**config.mk**
```make
export PLATFORM = sky130hd
export DESIGN_NAME = dcau_top
export DESIGN_NICKNAME = d
export VERILOG_FILES = /design/src/dcau_pkg.sv /design/src/dcau_store.sv /design/src/dcau_counter.sv /design/src/dcau_top.sv
export SDC_FILE = /design/constraint.sdc
export NUM_CORES = 1
export LEC_CHECK = 0
export ABC_CLOCK_PERIOD_IN_PS = 2600
export BUFFER_PORTS_ARGS = -buffer_cell sky130_fd_sc_hd__buf_2
export CORE_MARGIN = 2
export CORE_UTILIZATION = 45
export CTS_BUF_LIST = sky130_fd_sc_hd__clkbuf_16
export DETAILED_ROUTE_END_ITERATION = 10
export PLACE_DENSITY_LB_ADDON = 0.05
export SLEW_MARGIN = 20
export SYNTH_ARGS = -nofsm -noshare
export SYNTH_HDL_FRONTEND = slang
export SYNTH_SLANG_ARGS = --single-unit
```
**constraint.sdc**
```tcl
create_clock -name clock -period 2.6 [get_ports clock]
set_input_delay 0.39 -clock clock [delete_from_list [all_inputs] [get_ports clock]]
set_output_delay 0.39 -clock clock [all_outputs]
set_load 0.03 [all_outputs]
```
**src/dcau_pkg.sv**
```systemverilog
// dcau_pkg: constants of the count/address update block
// assumes one clock domain and the plain register port of dcau_top
package dcau_pkg;
   localparam int ADDR_W = 18;
   localparam int CNT_W  = 16;
   localparam int SEL_W  = 3;
   localparam int RA_W   = 4;
   localparam int DW     = 32;

   // register byte offsets
   localparam logic [RA_W-1:0] OFS_CTRL  = 4'h0;
   localparam logic [RA_W-1:0] OFS_DATA  = 4'h4;
   localparam logic [RA_W-1:0] OFS_WORD  = 4'h8;
   localparam logic [RA_W-1:0] OFS_STAT  = 4'hc;

   // control register fields
   localparam int CTRL_SEL_LO = 8;
   localparam int CTRL_SEL_HI = 10;
   localparam int CTRL_CODE_HI = 11;
   localparam int CTRL_EXT    = 12;

   // status register fields
   localparam int STAT_BUSY   = 0;
   localparam int STAT_BYPASS = 1;
   localparam int STAT_MASTER = 2;

   // reset values
   localparam logic [SEL_W-1:0]  SEL_RST  = 3'h0;
   localparam logic [ADDR_W-1:0] DATA_RST = 18'h00000;

   // selector codes: bit2 secondary, bit1 transmit, bit0 count word
   localparam logic [SEL_W-1:0] SEL_RX_BA_P = 3'h0;
   localparam logic [SEL_W-1:0] SEL_RX_CC_P = 3'h1;
   localparam logic [SEL_W-1:0] SEL_TX_BA_P = 3'h2;
   localparam logic [SEL_W-1:0] SEL_TX_CC_P = 3'h3;
   localparam logic [SEL_W-1:0] SEL_RX_BA_S = 3'h4;
   localparam logic [SEL_W-1:0] SEL_RX_CC_S = 3'h5;
   localparam logic [SEL_W-1:0] SEL_TX_BA_S = 3'h6;
   localparam logic [SEL_W-1:0] SEL_TX_CC_S = 3'h7;

   typedef enum logic [2:0] {
      ST_IDLE    = 3'b000,
      ST_FETCH   = 3'b001,
      ST_PRELOAD = 3'b011,
      ST_CLOCK   = 3'b010,
      ST_STORE   = 3'b110
   } dcau_state_t;
endpackage

```
**src/dcau_store.sv**
```systemverilog
// dcau_store: eight 18-bit address/count words
// low 16 bits and upper 2 bits have separate write enables; read data registered
`timescale 1ns/100ps
`default_nettype none
module dcau_store
   import dcau_pkg::*;
(
   input  wire logic              clock,
   input  wire logic [SEL_W-1:0]  addr,
   input  wire logic [ADDR_W-1:0] wdata,
   input  wire logic              we_low,
   input  wire logic              we_high,
   output logic      [ADDR_W-1:0] rdata_q
);
   logic [ADDR_W-1:0] mem [0:7];

   always_ff @(posedge clock) begin
      if (we_low) begin
         mem[addr][CNT_W-1:0] <= wdata[CNT_W-1:0];
      end
      if (we_high) begin
         mem[addr][ADDR_W-1:CNT_W] <= wdata[ADDR_W-1:CNT_W];
      end
   end

   // contents are not cleared by reset, as in a plain ram
   always_ff @(posedge clock) begin
      rdata_q <= mem[addr];
   end
endmodule
`default_nettype wire

```
**src/dcau_counter.sv**
```systemverilog
// dcau_counter: 18-bit preloadable up counter
// preload wins over the count strobe if both come at once
`timescale 1ns/100ps
`default_nettype none
module dcau_counter
   import dcau_pkg::*;
(
   input  wire logic              clock,
   input  wire logic              rst,
   input  wire logic              preload,
   input  wire logic              count,
   input  wire logic [ADDR_W-1:0] din,
   output logic      [ADDR_W-1:0] q
);
   always_ff @(posedge clock) begin
      if (rst) begin
         q <= DATA_RST;
      end else if (preload) begin
         q <= din;
      end else if (count) begin
         q <= q + 18'h00001;
      end
   end
endmodule
`default_nettype wire

```
**src/dcau_top.sv**
```systemverilog
// dcau_top: address and character count words of a dma line interface
// assumes bus inputs synchronous to clock; update starts come from sequencing logic
//
// Summary of operation
// - outside update cycle, storage word address comes from selector bits 10..8, or from the transfer's address word while bus master outside a load pulse
// - outside update cycle, storage write data is the bus data value
// - writing selector code bits 10..8 while no update runs makes a load pulse into chosen word
// - with extended bit 12 set, address bits 16 and 17 also load
// - selected word shows after load; address drives bus only as master
// - code 2 holds transmit primary address, code 3 transmit primary count
// - stored count word can be read back by software
// - only whole words at even addresses; address bit 0 stays zero
// - update: preload counter from word, clock once, write result back
// - address update forces counter preload bit 0 to one, net plus two
// - address update ignores single/double character size
// - after each transfer counter steps once; new address used next cycle
// - bit 0 write-back uses bypass flag only for odd count plus two
// - codes: 0 rx addr, 1 rx count, 2 tx addr, 3 tx count, 4..7 secondary
`timescale 1ns/100ps
`default_nettype none
module dcau_top
   import dcau_pkg::*;
(
   input  wire logic              clock,
   input  wire logic              rst,
   input  wire logic [RA_W-1:0]   reg_addr,
   input  wire logic [DW-1:0]     reg_wdata,
   input  wire logic              reg_wr,
   input  wire logic              reg_rd,
   output logic      [DW-1:0]     reg_rdata_q,
   input  wire logic              update_start,
   input  wire logic              update_count,
   input  wire logic              xfer_tx,
   input  wire logic              xfer_secondary,
   input  wire logic              double_char,
   input  wire logic              bus_master,
   output logic      [ADDR_W-1:0] bus_addr_q,
   output logic                   bus_addr_oe_q,
   output logic                   update_cycle_flag_q,
   output logic                   update_done_q
);
   // composes the storage word index from cycle attributes
   function automatic logic [SEL_W-1:0] word_code(
      input logic secondary,
      input logic tx,
      input logic is_count
   );
      word_code = {secondary, tx, is_count};
   endfunction

   // forces address bit 0 low for every bus word
   function automatic logic [ADDR_W-1:0] even_word(
      input logic [ADDR_W-1:0] a
   );
      even_word = {a[ADDR_W-1:1], 1'b0};
   endfunction

   dcau_state_t       state_q;
   dcau_state_t       state_d;
   logic [SEL_W-1:0]  sel_q;
   logic              ext_q;
   logic [ADDR_W-1:0] data_q;
   logic              storage_load_pulse_q;
   logic              upper_address_load_q;
   logic              is_count_q;
   logic              dbl_q;
   logic              tx_q;
   logic              sec_q;
   logic              odd_count_bypass_flag_q;
   logic              master_q;
   logic              counter_preload;
   logic              counter_clock_strobe;
   logic [SEL_W-1:0]  mem_addr;
   logic [ADDR_W-1:0] mem_wdata;
   logic              mem_we_low;
   logic              mem_we_high;
   logic [ADDR_W-1:0] mem_rdata;
   logic [ADDR_W-1:0] cnt_din;
   logic [ADDR_W-1:0] cnt_q;
   logic [ADDR_W-1:0] result;
   logic              wr_ctrl;
   logic              start_ok;

   assign wr_ctrl  = reg_wr && (reg_addr == OFS_CTRL);
   // a start during a pending load is dropped; sequencer must not overlap them
   assign start_ok = update_start && (state_q == ST_IDLE) && !storage_load_pulse_q;

   // sequencing of one update
   always_comb begin
      state_d = state_q;
      unique case (state_q)
         ST_IDLE: begin
            if (start_ok) begin
               state_d = ST_FETCH;
            end
         end
         ST_FETCH: begin
            state_d = ST_PRELOAD;
         end
         ST_PRELOAD: begin
            state_d = ST_CLOCK;
         end
         ST_CLOCK: begin
            state_d = ST_STORE;
         end
         ST_STORE: begin
            state_d = ST_IDLE;
         end
         default: begin
            state_d = ST_IDLE;
         end
      endcase
   end

   always_ff @(posedge clock) begin
      if (rst) begin
         state_q <= ST_IDLE;
      end else begin
         state_q <= state_d;
      end
   end

   always_ff @(posedge clock) begin
      if (rst) begin
         update_cycle_flag_q <= 1'b0;
      end else begin
         update_cycle_flag_q <= (state_d != ST_IDLE);
      end
   end

   always_ff @(posedge clock) begin
      if (rst) begin
         update_done_q <= 1'b0;
      end else begin
         update_done_q <= (state_q == ST_STORE);
      end
   end

   // attributes of the word being updated, caught at start
   always_ff @(posedge clock) begin
      if (rst) begin
         is_count_q <= 1'b0;
         dbl_q      <= 1'b0;
         tx_q       <= 1'b0;
         sec_q      <= 1'b0;
      end else if (start_ok) begin
         is_count_q <= update_count;
         dbl_q      <= double_char && update_count;
         tx_q       <= xfer_tx;
         sec_q      <= xfer_secondary;
      end
   end

   // control register: selector and extended memory bit
   always_ff @(posedge clock) begin
      if (rst) begin
         sel_q <= SEL_RST;
         ext_q <= 1'b0;
      end else if (wr_ctrl) begin
         sel_q <= reg_wdata[CTRL_SEL_HI:CTRL_SEL_LO];
         ext_q <= reg_wdata[CTRL_EXT];
      end
   end

   // value that software wants to load, bus data lines
   always_ff @(posedge clock) begin
      if (rst) begin
         data_q <= DATA_RST;
      end else if (reg_wr && (reg_addr == OFS_DATA)) begin
         data_q <= reg_wdata[ADDR_W-1:0];
      end
   end

   // load pulse one cycle after the code write; refused while updating
   always_ff @(posedge clock) begin
      if (rst) begin
         storage_load_pulse_q <= 1'b0;
         upper_address_load_q <= 1'b0;
      end else begin
         storage_load_pulse_q <= wr_ctrl && (state_q == ST_IDLE);
         // count words never take upper bits, so they stay 16-bit words
         upper_address_load_q <= wr_ctrl && (state_q == ST_IDLE)
                                 && reg_wdata[CTRL_EXT] && !reg_wdata[CTRL_SEL_LO];
      end
   end

   // storage address: cycle word inside the cycle, transfer address word as master outside a load pulse, else selector
   always_comb begin
      if (state_q != ST_IDLE) begin
         mem_addr = word_code(sec_q, tx_q, is_count_q);
      end else if (bus_master && !storage_load_pulse_q) begin
         mem_addr = word_code(xfer_secondary, xfer_tx, 1'b0);
      end else begin
         mem_addr = sel_q;
      end
   end

   // bit 0 restore path
   always_comb begin
      result = cnt_q;
      if (is_count_q && dbl_q && odd_count_bypass_flag_q) begin
         result[0] = odd_count_bypass_flag_q;
      end
      if (is_count_q) begin
         result[ADDR_W-1:CNT_W] = 2'h0;
      end
   end

   // write data: bus data outside the cycle, counter result inside it
   always_comb begin
      if (state_q != ST_IDLE) begin
         mem_wdata   = result;
         mem_we_low  = (state_q == ST_STORE);
         mem_we_high = (state_q == ST_STORE) && !is_count_q;
      end else begin
         mem_wdata   = data_q;
         mem_we_low  = storage_load_pulse_q;
         mem_we_high = upper_address_load_q;
      end
   end

   // preload input: address words force bit 0 high for a plus-two step
   always_comb begin
      cnt_din = mem_rdata;
      if (!is_count_q || dbl_q) begin
         cnt_din[0] = 1'b1;
      end
   end

   assign counter_preload      = (state_q == ST_PRELOAD);
   assign counter_clock_strobe = (state_q == ST_CLOCK);

   // remembers an odd stored count for the plus-two write-back
   always_ff @(posedge clock) begin
      if (rst) begin
         odd_count_bypass_flag_q <= 1'b0;
      end else if (counter_preload) begin
         odd_count_bypass_flag_q <= is_count_q && mem_rdata[0];
      end
   end

   dcau_store u_store (
      .clock   (clock),
      .addr    (mem_addr),
      .wdata   (mem_wdata),
      .we_low  (mem_we_low),
      .we_high (mem_we_high),
      .rdata_q (mem_rdata)
   );

   dcau_counter u_counter (
      .clock   (clock),
      .rst     (rst),
      .preload (counter_preload),
      .count   (counter_clock_strobe),
      .din     (cnt_din),
      .q       (cnt_q)
   );

   // bus address lines: word one cycle behind the storage read
   always_ff @(posedge clock) begin
      if (rst) begin
         master_q <= 1'b0;
      end else begin
         master_q <= bus_master && (state_q == ST_IDLE);
      end
   end

   always_ff @(posedge clock) begin
      if (rst) begin
         bus_addr_q    <= DATA_RST;
         bus_addr_oe_q <= 1'b0;
      end else begin
         bus_addr_oe_q <= master_q && bus_master;
         if (master_q) begin
            bus_addr_q <= even_word(mem_rdata);
         end
      end
   end

   // register reads, data in the cycle after the strobe
   always_ff @(posedge clock) begin
      if (rst) begin
         reg_rdata_q <= 32'h00000000;
      end else if (reg_rd) begin
         reg_rdata_q <= 32'h00000000;
         unique case (reg_addr)
            OFS_CTRL: begin
               reg_rdata_q[CTRL_SEL_HI:CTRL_SEL_LO] <= sel_q;
               reg_rdata_q[CTRL_EXT]                <= ext_q;
            end
            OFS_DATA: begin
               reg_rdata_q[ADDR_W-1:0] <= data_q;
            end
            OFS_WORD: begin
               // upper bits of a count word are never written, so they are hidden
               reg_rdata_q[ADDR_W-1:0] <= sel_q[0] ? {2'h0, mem_rdata[CNT_W-1:0]} : mem_rdata;
            end
            OFS_STAT: begin
               reg_rdata_q[STAT_BUSY]   <= (state_q != ST_IDLE);
               reg_rdata_q[STAT_BYPASS] <= odd_count_bypass_flag_q;
               reg_rdata_q[STAT_MASTER] <= bus_addr_oe_q;
            end
            default: begin
               reg_rdata_q <= 32'h00000000;
            end
         endcase
      end else begin
         reg_rdata_q <= 32'h00000000;
      end
   end
endmodule
`default_nettype wire

```
==> Word level (Yosys, flattened, before mapping) <==
Memories as Yosys holds them, arrays and structs flattened. A register that Yosys moved wholly into a read port is not among the register bits.
Cells that the tools add are included.
W data, S select, Z words.
{ "op_classes": {"addsub": 1, "n_eq_ne": 7, "mux": 23, "n_bitwise": 1, "reduce_logical": 25} }
{ "op_table": {"columns": ["cell", "n"], "rows": [
  ["$mux W18", 4],
  ["$pmux W5 S2", 2],
  ["$add A18 B1 Y18 const B", 1],
  ["$pmux W3 S3", 2],
  ["$logic_and A1 B1 Y1", 15],
  ["$pmux W3 S4", 1],
  ["$mux W3", 3],
  ["$eq A4 B4 Y1 const B", 2],
  ["$mux W1", 8],
  ["$eq A3 B2 Y1 const B", 2],
  ["$reduce_bool A3 Y1", 2],
  ["$eq A4 B3 Y1 const B", 1],
  ["$logic_not A4 Y1", 1],
  ["$eq A3 B1 Y1 const B", 1],
  ["$eq A3 B3 Y1 const B", 1],
  ["$logic_not A1 Y1", 3],
  ["$logic_not A3 Y1", 1],
  ["$pmux W1 S3", 1],
  ["$mux W2", 1],
  ["$pmux W1 S2", 1],
  ["$reduce_bool A2 Y1", 1],
  ["$reduce_or A2 Y1", 1],
  ["$logic_or A1 B1 Y1", 1],
  ["$not A1 Y1", 1]
]} }
{ "word_totals": {"reg_bits": 103, "ramBits": 144, "in_bits": 46, "wordCells": 77, "n_memories": 1} }
{ "memory_table": {"columns": ["memory", "depth", "width", "rd", "rd_clocked_by_memory_dff", "write_ports", "line", "text"], "rows": [
  ["u_store.mem", 8, 18, 1, 1, 1, "dcau_store.sv:15", "logic [ADDR_W-1:0] mem [0:7];"]
]} }

==> Depth between registers and ports, before layout <==
Gate-level depths: netlist (run 1).
{ "logic_depth": {"ltp_word": 6, "depth_mapped": 9, "mapped_depth_nobuf": 6} }

==> Modules after synthesis <==
From an unflattened synthesis (run 1), not the netlist that was laid out.
{ "unflattened": {"cells_unflattened": 745, "hier_area_um2": 10239.8} }
{ "by_module_without_submodules": {"columns": ["module", "n_inst", "cells_per_inst", "area_each_um2", "seq_area_each_um2"], "rows": [
  ["dcau_store", 1, 251, 5990.7, 4684.5],
  ["dcau_top", 1, 371, 3268.1, 1421.4],
  ["dcau_counter", 1, 123, 980.9, 360.3]
]} }

==> Worst setup path after synthesis (run 1) <==
Ideal clock, no wire load.
{ "synth_timing": {"path_kind": "reg-to-reg", "from": "register state_q[0]", "to": "memory u_store.mem[0][0], enable pin", "arrival_time_ns": 2.261, "path_slack_ns": -0.049, "path_stages_with_launch": 7, "path_buffers": 3, "period_less_slack_ns": 2.649, "path_cell_list": "dfxtp_1 -> nor3_2 -> buf_2 -> buf_2 -> buf_1 -> a31oi_1 -> nor2_1"} }
{ "synth_via": {"elab_chain_cells": 4, "word_cells_on_any_way": 6} }
{ "synth_rtl": {"columns": ["item", "line", "text"], "rows": [
  ["start: declaration", "dcau_top.sv:58", "dcau_state_t state_q;"],
  ["start signal: assignment", "dcau_top.sv:119", "state_q <= state_d;"],
  ["$eq A3 B3 Y1 / $reduce_bool A3 Y1 (equally long branches)", "dcau_top.sv:213, dcau_top.sv:189, dcau_top.sv:211", null],
  ["$mux W1", "dcau_top.sv:211", "if (state_q != ST_IDLE) begin"],
  ["$mux W1", "dcau_store.sv:18", "if (we_low) begin"],
  ["$mux W1 (implied by the code)", "dcau_store.sv:19", "mem[addr][CNT_W-1:0] <= wdata[CNT_W-1:0];"],
  ["end: declaration", "dcau_store.sv:15", null]
]} }
Parallel ways exist; a longest one is shown, timed or not.

==> Worst setup path after layout (run 1) <==
{ "layout_timing": {"from": "register state_q[2]", "to": "register u_store.rdata_q[0] (read register of u_store.mem)"} }
{ "layout_via": {"elab_chain_cells": 2} }
{ "layout_rtl": {"columns": ["item", "line", "text"], "rows": [
  ["$reduce_bool A3 Y1", "dcau_top.sv:189", "if (state_q != ST_IDLE) begin"],
  ["$mux W3", "dcau_top.sv:189", null],
  ["end: declaration", "dcau_store.sv:13", "output logic [ADDR_W-1:0] rdata_q"]
]} }
No other way between the ends.
A chain may end at the register's enable or synchronous reset.

==> flow_metrics.py, run 1 <==
metrics = {
    "run_status": {
        "status": "complete, no violations",
    },
    "clock_network": {
        "cts-root-buf": "clkbuf_16",
        "clockBufferDepth": 3,
        "clk_latency_ns": 0.53,
        "numCtsBuffers": 27,
        "clk_pin_slew_worst_paths_ns": 0.06,
        "cts_max_level": 1,
        "clkSinkCount": 251,
        "cts_tree": "built",
    },
    "synthesis": {
        "seq_area_frac_synth_pct": 63.56,
        "avgSynthCellArea_sq_um": 11.60,
        "synth_ff_type": "edfxtp_1",
        "yosys.area.top_type": "edfxtp_1",
        "synth.top_cell.area_share_pct": 42.50,
        "ys_seq_elements": 251,
        "yosys-top-cells-area": "edfxtp_1 43%, dfxtp_1 21%, nand2_1 4.8%",
        "synthCells": 877,
        "ys_types": 66,
        "yosysWarningCount": 0,
        "syn_area_sq_um": 10170,
        "async_flop_share_pct": 0,
        "synth_edf_count": 144,
    },
    "timing": {
        "tns_ns": 0,
        "finalSetupViolCount": 0,
        "setup_ws_ns": 0.2530,
        "final_max_slew_viol_count": 0,
        "max_slew_margin_pct": 49.45,
        "hold_viol_final": 0,
        "fin_skew_ns": 0.006501,
        "min_period_over_period_pct": 90.27,
        "worst_slew_pin_slew_ns": 0.7554,
        "rsz0062_at_grt": "false",
        "final.min_clock_period_ns": 2.347,
        "clock.fmax_mhz": 426.1,
    },
    "floorplan": {
        "core_sq_um": 22430,
        "die_h_microns": 154.4,
        "die_w_microns": 154.4,
        "initial_core_util_pct": 45.35,
        "placement_rows": 55,
        "die_area_sq_um": 23830,
        "num_io_pins": 99,
    },
    "setup_path": {
        "cp-end-kind": "flip-flop",
        "required_ns": 2.96,
        "timing.rr.end": "u_store.rdata_q[0]",
        "cp-startpoint": "state_q[2]",
        "cp_slowest_cell": "dfxtp_1",
        "crit_arrival_ns": 2.71,
        "cpMostUsedCell": "buf_12",
        "path_cells": "nor3_4 > buf_12 > buf_4 > a21oi_2 > buf_12 > mux2_2 > a222oi_1 > nand3_1",
        "crit_fanout": 21,
        "crit_path_max_incr_delay_ns": 0.54,
        "regToRegStartpoint": "state_q[2]",
        "reg2reg_depth": 8,
        "crit_cells": 8,
        "start_kind": "flip-flop",
        "reg2reg_slack_ns": 0.25,
        "path_delay_family": "flip-flops",
        "path_class": "reg -> reg",
        "crit_buf_inv": 3,
    },
    "finish": {
        "drive_above_1_share_pct": 18.38,
        "fillers": 1980,
        "final_nets": 1016,
        "multiInputGateArea_sq_um": 3423,
        "diodes": 0,
        "seq_area_sq_um": 6466,
        "syn_to_final_growth_pct": 16.57,
        "finish.instance_area_sq_um": 11860,
    },
    "global_routing": {
        "grt_pass1_vias": 7199,
        "busiest_layer": "met2",
        "grtUsageMet2_pct": 39.08,
        "grt_pass1_wl_microns": 42230,
        "track_usage_pct": 23.40,
        "use_met3_pct": 3.474,
        "met1_usage_pct": 31.16,
        "gr-total-overflow": 0,
        "antenna_found_initial": 0,
        "grt_max_degree": 38,
    },
    "power": {
        "p_leak_nw": 4.494,
        "p_per_area_nw_per_um2": 828.1,
        "report.power.total_mw": 9.820,
        "max-vdd-ir-drop_mv": 0.5544,
    },
    "detailed_routing": {
        "routed_wl_microns": 27740,
        "ant_nets": 0,
        "drc": 0,
        "drt_iter0_markers": 603,
        "vias": 7257,
        "via_per_inst": 5.692,
        "wl_per_cell_microns": 21.76,
        "dr.pass1.iters": 7,
    },
    "place": {
        "numPortBuffers": 69,
        "dpl_worst_slack_ns": 0.08546,
        "dp_hpwl_microns": 19600,
        "postPlaceCellArea_sq_um": 10950,
        "gp_congestion": 0.8942,
    },
    "hold_path": {
        "worst_hold_path.num_cells": 3,
        "min-delay-start": "reg_wdata[11]",
        "hold-path-endpoint": "data_q[11]",
        "hold_path_class": "in -> reg",
    },
    "flow_run": {
        "drv_cap": 0,
    },
}
-- cells in the final DEF (no fill, tap or decap), types with 4 or more instances in the layout --
cell       netlist  final
inv_1            7     12
buf_2            9     69
clkbuf_16        0     27
clkinv_2         0      7
nand3b_1         4      4
o22ai_1          6      6
a31oi_1          7      7
a221o_1          4      4
o21ai_1          5      6
a21oi_1         48     48
nand3_1         20     20
conb_1           1     15
nand2_1        131    131
buf_12           0      4
a221oi_1        12     12
xor2_1           5      5
o21ai_0         14     13
buf_4           18     39
mux2_1           4      4
clkinv_1         0      4
and2_1           4      4
a211oi_1         5      5
a222oi_1         9      9
nand2b_1         5      5
dfxtp_1        107    107
nor2b_1          7      7
nor2_1          98     97
a22oi_1         29     29
o21a_1           4      4
and3_1          14     14
nor3_1           5      5
mux2_2          14     14
nor3b_1          5      5
edfxtp_1       144    144
o221ai_1         5      5
mux2i_1         42     42
a22o_1           4      4
-- routing by layer --
metal / part of all wire, % / wire length, microns
met5: 0 / 0
met2: 48 / 13210
met1: 44 / 12080
met4: 3.8 / 1041
met3: 5.1 / 1403
-- power breakdown --
| group | internal [mW] | total [mW] | switching (mW) |
|---|---|---|---|
| Clock | 2.19 | 3.72 | 1.53 |
| Sequential | 4.37 | 4.64 | 0.274 |
| Combinational | 0.553 | 1.45 | 0.901 |
| Total | 7.11 | 9.82 | 2.71 |
-- metrics by stage --
step	std cells	hold slack [ns]	utilization (%)
after floorplan	891	0.4182	-
after global placement	1222	0.4374	48.77
after detailed placement	1222	0.4402	48.82
after CTS	1272	0.09333	52.69
after global routing	1275	0.1088	52.86
final	1275	0.1084	52.86
-- area by class of cell --
cell class,instances,share of cell area [%]
tap,285,3.007
clock buffer,27,5.697
timing repair buffer,112,6.056
clock inverter,23,1.625
sequential,251,54.53
inverter,7,0.2216
multi-input combinational,570,28.87
-- Yosys cell counts, drive strengths merged (2+ instances only) --
cell type / instances
o221ai: 5
a221o: 4
a221oi: 12
a21o: 2
o22a: 2
and2: 4
nor2b: 7
edfxtp: 144
and3: 14
xor2: 5
a32o: 3
a22o: 4
a211oi: 5
nor2: 99
or3: 2
a31oi: 7
dfxtp: 107
and3b: 2
o211ai: 3
or2: 2
inv: 7
nand4: 3
buf: 35
a22oi: 29
nand2: 131
nand3b: 4
o31ai: 2
a32oi: 3
a21oi: 50
nand3: 20
o31a: 2
mux2i: 44
mux2: 19
a222oi: 9
nand2b: 6
nor3: 6
nor3b: 5
o21ai: 20
o32ai: 2
o22ai: 6
o21a: 4
clkbuf: 28
-- registers in the layout, summed over array words and instances (netlist names), 3 cells and up --
name,count
u_store.mem,144
data_q,18
reg_rdata_q,18
u_counter.q,18
u_store.rdata_q,18
bus_addr_q,17
sel_q,3
state_q,3
-- worst reg2reg max path, delay by kind of cell, from the launching register on --
family | cells | cell delay [ns]
compound gates | 2 | 0.47
buf+inv | 3 | 0.52
flops | 1 | 0.54
mux | 1 | 0.35
simple gates | 2 | 0.30
-- how the worst max path moves through the flow --
stage                    endpoint  slack (ns)
2_1_floorplan   u_store.mem[0][0]       -0.05
3_3_place_gp   u_store.mem[4][13]        0.10
3_5_place_dp   u_store.mem[4][13]        0.09
4_1_cts         u_store.mem[4][4]        0.12
5_1_grt         u_store.mem[4][9]        0.11
6_report       u_store.rdata_q[0]        0.25
-- cells by family (layout without fill, tap and decap cells) --
logic type | count (synthesis) | count (layout) | synth area share (%)
fa+ha+maj | 1 | 1 | 0.1230
compound gates | 177 | 177 | 12.27
simple gates | 309 | 309 | 13.44
buf+inv | 70 | 169 | 3.505
xor+xnor | 5 | 5 | 0.4304
mux | 63 | 63 | 6.629
other cells | 1 | 15 | 0.03686
flops | 251 | 251 | 63.56
-- repair_timing --
action | 4_1_cts | 5_1_grt
endpoints found under the setup margin | 0 | 24
gates resized for setup | 0 | 1
setup buffers | 0 | 3
hold buffers | 0 | 0
(Power assumes the default switching activity.)
==> run 2: changes to the inputs <==
--- a/config.mk
+++ b/config.mk
@@ -11,7 +11,7 @@
 export CORE_UTILIZATION = 45
 export CTS_BUF_LIST = sky130_fd_sc_hd__clkbuf_16
 export DETAILED_ROUTE_END_ITERATION = 10
-export PLACE_DENSITY_LB_ADDON = 0.05
+export PLACE_DENSITY = 0.66
 export SLEW_MARGIN = 20
 export SYNTH_ARGS = -nofsm -noshare
 export SYNTH_HDL_FRONTEND = slang
==> run 2 against run 1 <==
Against the previous run: hold slack got worse by 0.0095 ns; non-clock buffer count fell by 2; combinational power barely moved; sequential share of layout area rose by 0.20 points; first-iteration DRC count rose by 2.2%; cell count fell by 0.31%; clock skew rose by 0.0024 ns; fmax fell by 3.6%; power fell by 2.2%; die area did not move; highest routed layer is now met5.
==> flow_metrics.py, run 2 (synthesis gave the netlist of run 1 again) <==
metrics = {
    "run_status": {
        "status": "complete, no violations",
    },
    "detailed_routing": {
        "via_per_inst": 5.662,
        "routed_wl_microns": 25730,
        "vias": 7196,
        "ant_nets": 0,
        "dr.pass1.iters": 6,
        "drc": 0,
        "drt_iter0_markers": 616,
        "wl_per_cell_microns": 20.24,
    },
    "timing": {
        "finalSetupViolCount": 0,
        "min_period_over_period_pct": 93.67,
        "holdWs_ns": 0.09887,
        "final_max_slew_viol_count": 0,
        "worst_slew_pin_slew_ns": 1.050,
        "hold_viol_final": 0,
        "fin_skew_ns": 0.008919,
        "max_slew_margin_pct": 29.28,
        "rsz0062_at_grt": "false",
        "setup_ws_ns": 0.1645,
        "clock.fmax_mhz": 410.6,
        "tns_ns": 0,
        "final.min_clock_period_ns": 2.436,
    },
    "power": {
        "p_leak_nw": 4.460,
        "p_per_area_nw_per_um2": 812.5,
        "max-vdd-ir-drop_mv": 0.5856,
        "report.power.total_mw": 9.603,
    },
    "place": {
        "dpl_worst_slack_ns": 0.1283,
        "postPlaceCellArea_sq_um": 10960,
        "dp_hpwl_microns": 17830,
        "numPortBuffers": 69,
        "gp_congestion": 0.8340,
    },
    "finish": {
        "fillers": 1959,
        "final_common_cell": "edfxtp_1",
        "diodes": 0,
        "drive_above_1_share_pct": 18.05,
        "final_nets": 1013,
        "regMostFlops": "u_store.mem",
        "largest_reg_flops": 144,
        "syn_to_final_growth_pct": 16.17,
        "layout.cells.most_common_list": "144 x edfxtp_1, 131 x nand2_1, 106 x dfxtp_1",
        "finish.instance_area_sq_um": 11820,
    },
    "setup_path": {
        "crit_arrival_ns": 2.76,
        "start_kind": "flip-flop",
        "crit_fanout": 13,
        "reg2reg_depth": 7,
        "regToRegStartpoint": "state_q[2]",
        "cp-end-kind": "flip-flop",
        "timing.rr.end": "u_store.rdata_q[9]",
        "reg2reg_slack_ns": 0.16,
        "crit_end": "u_store.rdata_q[9]",
        "cp-startpoint": "state_q[2]",
        "path_class": "reg -> reg",
        "required_ns": 2.92,
    },
    "floorplan": {
        "num_io_pins": 99,
        "die_h_microns": 154.4,
        "placement_rows": 55,
        "initial_core_util_pct": 45.35,
        "die_w_microns": 154.4,
        "core_sq_um": 22430,
        "die_area_sq_um": 23830,
    },
    "global_routing": {
        "antenna_found_initial": 1,
        "grt_max_degree": 42,
        "track_usage_pct": 21.37,
        "grt_pass1_vias": 6845,
        "gr-total-overflow": 0,
        "grt_pass1_wl_microns": 39220,
    },
    "clock_network": {
        "clockBufferDepth": 3,
        "clk_latency_ns": 0.52,
        "clk_pin_slew_worst_paths_ns": 0.06,
        "ctsHoldBuffers": 0,
        "clkSinkCount": 251,
        "cts-root-buf": "clkbuf_16",
        "numCtsBuffers": 26,
        "cts_max_level": 1,
        "cts_tree": "built",
    },
    "hold_path": {
        "min-delay-start": "reg_wdata[1]",
        "hold_path_class": "in -> reg",
    },
    "flow_run": {
        "drv_cap": 0,
    },
}
## run 2: metrics by stage
stage,instances,util (%)
floorplan,891,-
global placement,1220,48.87
detailed placement,1220,48.87
CTS,1268,52.56
global route,1271,52.68
finish,1271,52.68
## run 2: repair_timing
action | in CTS | in global routing
buffers inserted | 0 | 3
setup endpoints to repair | 0 | 3
resized for setup | 0 | 2
## run 2: how the worst min path moves through the flow
| stage | endpoint | slack, ns | cells past startpoint |
|---|---|---|---|
| 6_report | data_q[1] | 0.1 | 3 |
| 5_1_grt | data_q[17] | 0.09 | 3 |
| 4_1_cts | data_q[17] | 0.09 | 3 |
| 3_5_place_dp | u_store.rdata_q[0] | 0.43 | 2 |
| 3_3_place_gp | u_store.rdata_q[8] | 0.43 | 2 |
| 2_1_floorplan | u_store.rdata_q[0] | 0.42 | 2 |
## run 2: critical path, stage by stage (launching register included)
cell and delay [ns]:
dfxtp_1 0.55, nor3_4 0.04, buf_4 0.17, a31oi_1 0.16, buf_4 0.27, mux2_2 0.37, a222oi_1 0.35, o221ai_1 0.31
## run 2: cell type report
| type | count | area [sq um] | share of cell area (%) |
|---|---|---|---|
| clock buffers | 27 | 675.6 | 5.717 |
| clock inverters | 21 | 151.4 | 1.281 |
| inverters | 7 | 26.28 | 0.2223 |
| multi-input cells | 570 | 3413 | 28.88 |
| flip-flops and latches | 251 | 6467 | 54.72 |
| well taps | 285 | 356.6 | 3.017 |
| repair buffers | 110 | 728.2 | 6.161 |
## run 2: power breakdown
part | internal (mW) | switching [mW]
Clock | 2.08 | 1.48
Combinational | 0.552 | 0.895
Sequential | 4.37 | 0.226
Total | 7.00 | 2.60
## run 2: routing by layer
layer | vias up | wire, microns | GRT usage, %
li1 | 3379 | - | -
met3 | 47 | 1969 | 3.558
met1 | 3455 | 11110 | 29.29
met4 | 2 | 623 | 6.658
met2 | 313 | 12010 | 35.11
met5 | - | 8 | 0
==> run 3: changes to the inputs <==
--- a/config.mk
+++ b/config.mk
@@ -5,13 +5,13 @@
 export SDC_FILE = /design/constraint.sdc
 export NUM_CORES = 1
 export LEC_CHECK = 0
-export ABC_CLOCK_PERIOD_IN_PS = 2600
+export ABC_CLOCK_PERIOD_IN_PS = 2900
 export BUFFER_PORTS_ARGS = -buffer_cell sky130_fd_sc_hd__buf_2
 export CORE_MARGIN = 2
 export CORE_UTILIZATION = 45
 export CTS_BUF_LIST = sky130_fd_sc_hd__clkbuf_16
 export DETAILED_ROUTE_END_ITERATION = 10
-export PLACE_DENSITY = 0.66
+export PLACE_DENSITY = 0.63
 export SLEW_MARGIN = 20
 export SYNTH_ARGS = -nofsm -noshare
 export SYNTH_HDL_FRONTEND = slang
==> constraint.sdc (replaced) <==
create_clock -name clock -period 2.9 [get_ports clock]
set_input_delay 0.435 -clock clock [delete_from_list [all_inputs] [get_ports clock]]
set_output_delay 0.435 -clock clock [all_outputs]
set_load 0.03 [all_outputs]
==> run 3 against run 2 <==
Against the previous run: first-iteration DRC count down 11%; global-route usage about the same; fmax down 2.4%; setup slack better by 0.24 ns; clock skew down 0.0025 ns; count of clock-buffer cells in the layout down 2; sequential power down 10%; cell count down 1.0%; critical endpoint is now u_store.rdata_q[15]; clock power down 17%; power down 13%; highest routed layer is now met4; combinational power down 14%; die area unchanged.
==> flow_metrics.py, run 3 (synthesis gave the netlist of run 1 again) <==
metrics = {
    "power": {
        "p_sw_mw": 2.293,
        "p_leak_nw": 4.356,
        "seqPwrFrac_pct": 49.7,
        "p_sw_share_pct": 27.59,
        "max-vdd-ir-drop_mv": 0.5221,
        "p_per_area_nw_per_um2": 716.1,
        "internal_power_mw": 6.018,
        "pwr-share-clk_pct": 35.5,
        "p_comb_share_pct": 14.9,
    },
    "finish": {
        "largest_reg_flops": 144,
        "drive_above_1_share_pct": 16.55,
        "final_common_cell": "edfxtp_1",
        "finish.instance_area_sq_um": 11610,
        "syn_to_final_growth_pct": 14.09,
        "regMostFlops": "u_store.mem",
        "layout.cells.most_common_list": "144 x edfxtp_1, 131 x nand2_1, 107 x dfxtp_1",
        "final_nets": 1002,
        "diodes": 0,
        "fin_cells": 1258,
        "fillers": 1973,
    },
    "detailed_routing": {
        "vias": 7133,
        "via_per_inst": 5.670,
        "drt_iter0_markers": 546,
        "drc": 0,
        "dr.pass1.iters": 5,
        "ant_nets": 0,
        "routed_wl_microns": 25810,
        "wl_per_cell_microns": 20.52,
    },
    "clock_network": {
        "clk_pin_slew_worst_paths_ns": 0.06,
        "postCtsSetupBuffers": 0,
        "clk_latency_ns": 0.52,
        "cts_max_level": 1,
        "cts-root-buf": "clkbuf_16",
        "cts_resized": 0,
        "cts_tree": "built",
        "ctsHoldBuffers": 0,
        "clkSinkCount": 251,
        "numCtsBuffers": 25,
        "clockBufferDepth": 3,
    },
    "setup_path": {
        "crit_path_max_incr_delay_ns": 0.52,
        "regToRegStartpoint": "storage_load_pulse_q",
        "path_cells": "nand2b_4 > mux2i_2 > a21oi_4 > buf_4 > nor2_2 > buf_4 > a22oi_1 > nand3_1",
        "crit_fanout": 9,
        "crit_arrival_ns": 2.94,
        "path_class": "reg -> reg",
        "crit_end": "u_store.rdata_q[15]",
        "cp_slowest_cell": "mux2i_2",
        "reg2reg_slack_ns": 0.41,
        "cp-end-kind": "flip-flop",
        "cp-startpoint": "storage_load_pulse_q",
        "reg2reg_depth": 8,
        "start_kind": "flip-flop",
        "timing.rr.end": "u_store.rdata_q[15]",
        "cpMostUsedCell": "buf_4",
        "required_ns": 3.35,
    },
    "timing": {
        "min_period_over_period_pct": 86.03,
        "tns_ns": 0,
        "worst_slew_pin_slew_ns": 1.062,
        "finalSetupViolCount": 0,
        "clock.fmax_mhz": 400.8,
        "final.min_clock_period_ns": 2.495,
        "final_max_slew_viol_count": 0,
        "hold_viol_final": 0,
        "fin_skew_ns": 0.006448,
        "holdWs_ns": 0.1552,
        "rsz0062_at_grt": "false",
        "max_slew_margin_pct": 28.44,
    },
    "global_routing": {
        "grt_pass1_vias": 6735,
        "grt_max_degree": 71,
        "antenna_found_initial": 0,
        "track_usage_pct": 21.41,
        "grt_pass1_wl_microns": 39250,
        "gr-total-overflow": 0,
    },
    "place": {
        "dp_hpwl_microns": 17400,
        "postPlaceCellArea_sq_um": 10860,
        "dp_cells": 1213,
        "gp_congestion": 0.8173,
        "numPortBuffers": 69,
    },
    "floorplan": {
        "die_h_microns": 154.4,
        "num_io_pins": 99,
        "placement_rows": 55,
        "initial_core_util_pct": 45.35,
        "core_sq_um": 22430,
        "die_w_microns": 154.4,
        "die_area_sq_um": 23830,
    },
    "hold_path": {
        "worst_hold_path.num_cells": 3,
        "hold_path_class": "in -> reg",
    },
    "run_status": {
        "status": "complete, no violations",
    },
    "flow_run": {
        "drv_cap": 0,
    },
}
==> run 3: changes by cell type in the layout (fill, tap and decap cells not counted), moves of 2 or more <==
cell,change
clkinv_2,-3
buf_12,-4
buf_4,-6
clkbuf_16,-2
==> run 3: worst min path at each step <==
stage | end | slack [ns] | start
after floorplan | u_store.rdata_q[0] | 0.42 | u_store.mem[7][0]
after global placement | u_store.rdata_q[6] | 0.43 | u_store.mem[7][6]
after detailed placement | u_store.rdata_q[8] | 0.44 | u_store.mem[2][8]
after CTS | data_q[17] | 0.14 | reg_wdata[17]
after global routing | data_q[17] | 0.15 | reg_wdata[17]
final | data_q[17] | 0.16 | reg_wdata[17]
==> run 3: critical path, delay by kind of cell (launching register included) <==
| family | cells | cell delay, ns |
|---|---|---|
| compound gates | 2 | 0.31 |
| flops | 1 | 0.41 |
| simple gates | 3 | 0.68 |
| mux | 1 | 0.52 |
| buf+inv | 2 | 0.50 |
==> run 3: area by class of cell <==
class	instances	area [sq um]	area share, %
timing repair buffer	100	603.1	5.196
tap	285	356.6	3.072
clock inverter	20	120.1	1.035
clock buffer	25	625.6	5.390
sequential	251	6466	55.71
inverter	7	26.28	0.2264
multi-input combinational	570	3410	29.37
==> run 3: through the flow <==
stage / power [mW] / setup WS, ns / util, %
after floorplan: 4.977 / 0.2505 / -
after global placement: 5.419 / 0.3687 / 48.42
after detailed placement: 5.427 / 0.3171 / 48.42
after CTS: 8.363 / 0.4142 / 51.74
after global routing: 8.619 / 0.2024 / 51.74
final: 8.312 / 0.4052 / 51.74
==> run 3: metal layers <==
metal	routed length, microns	track usage [%]
met3	1613	2.718
met1	11670	30.68
met2	12030	35.21
met4	495	4.718
met5	0	0
==> run 3: power by group through the flow <==
stage	sequential [mW]	clock [mW]	combinational (mW)
after global placement	4.20	0	1.22
after global routing	4.14	3.14	1.34
after floorplan	4.14	0	0.839
final	4.13	2.95	1.24
after CTS	4.12	3.01	1.23
after detailed placement	4.20	0	1.22
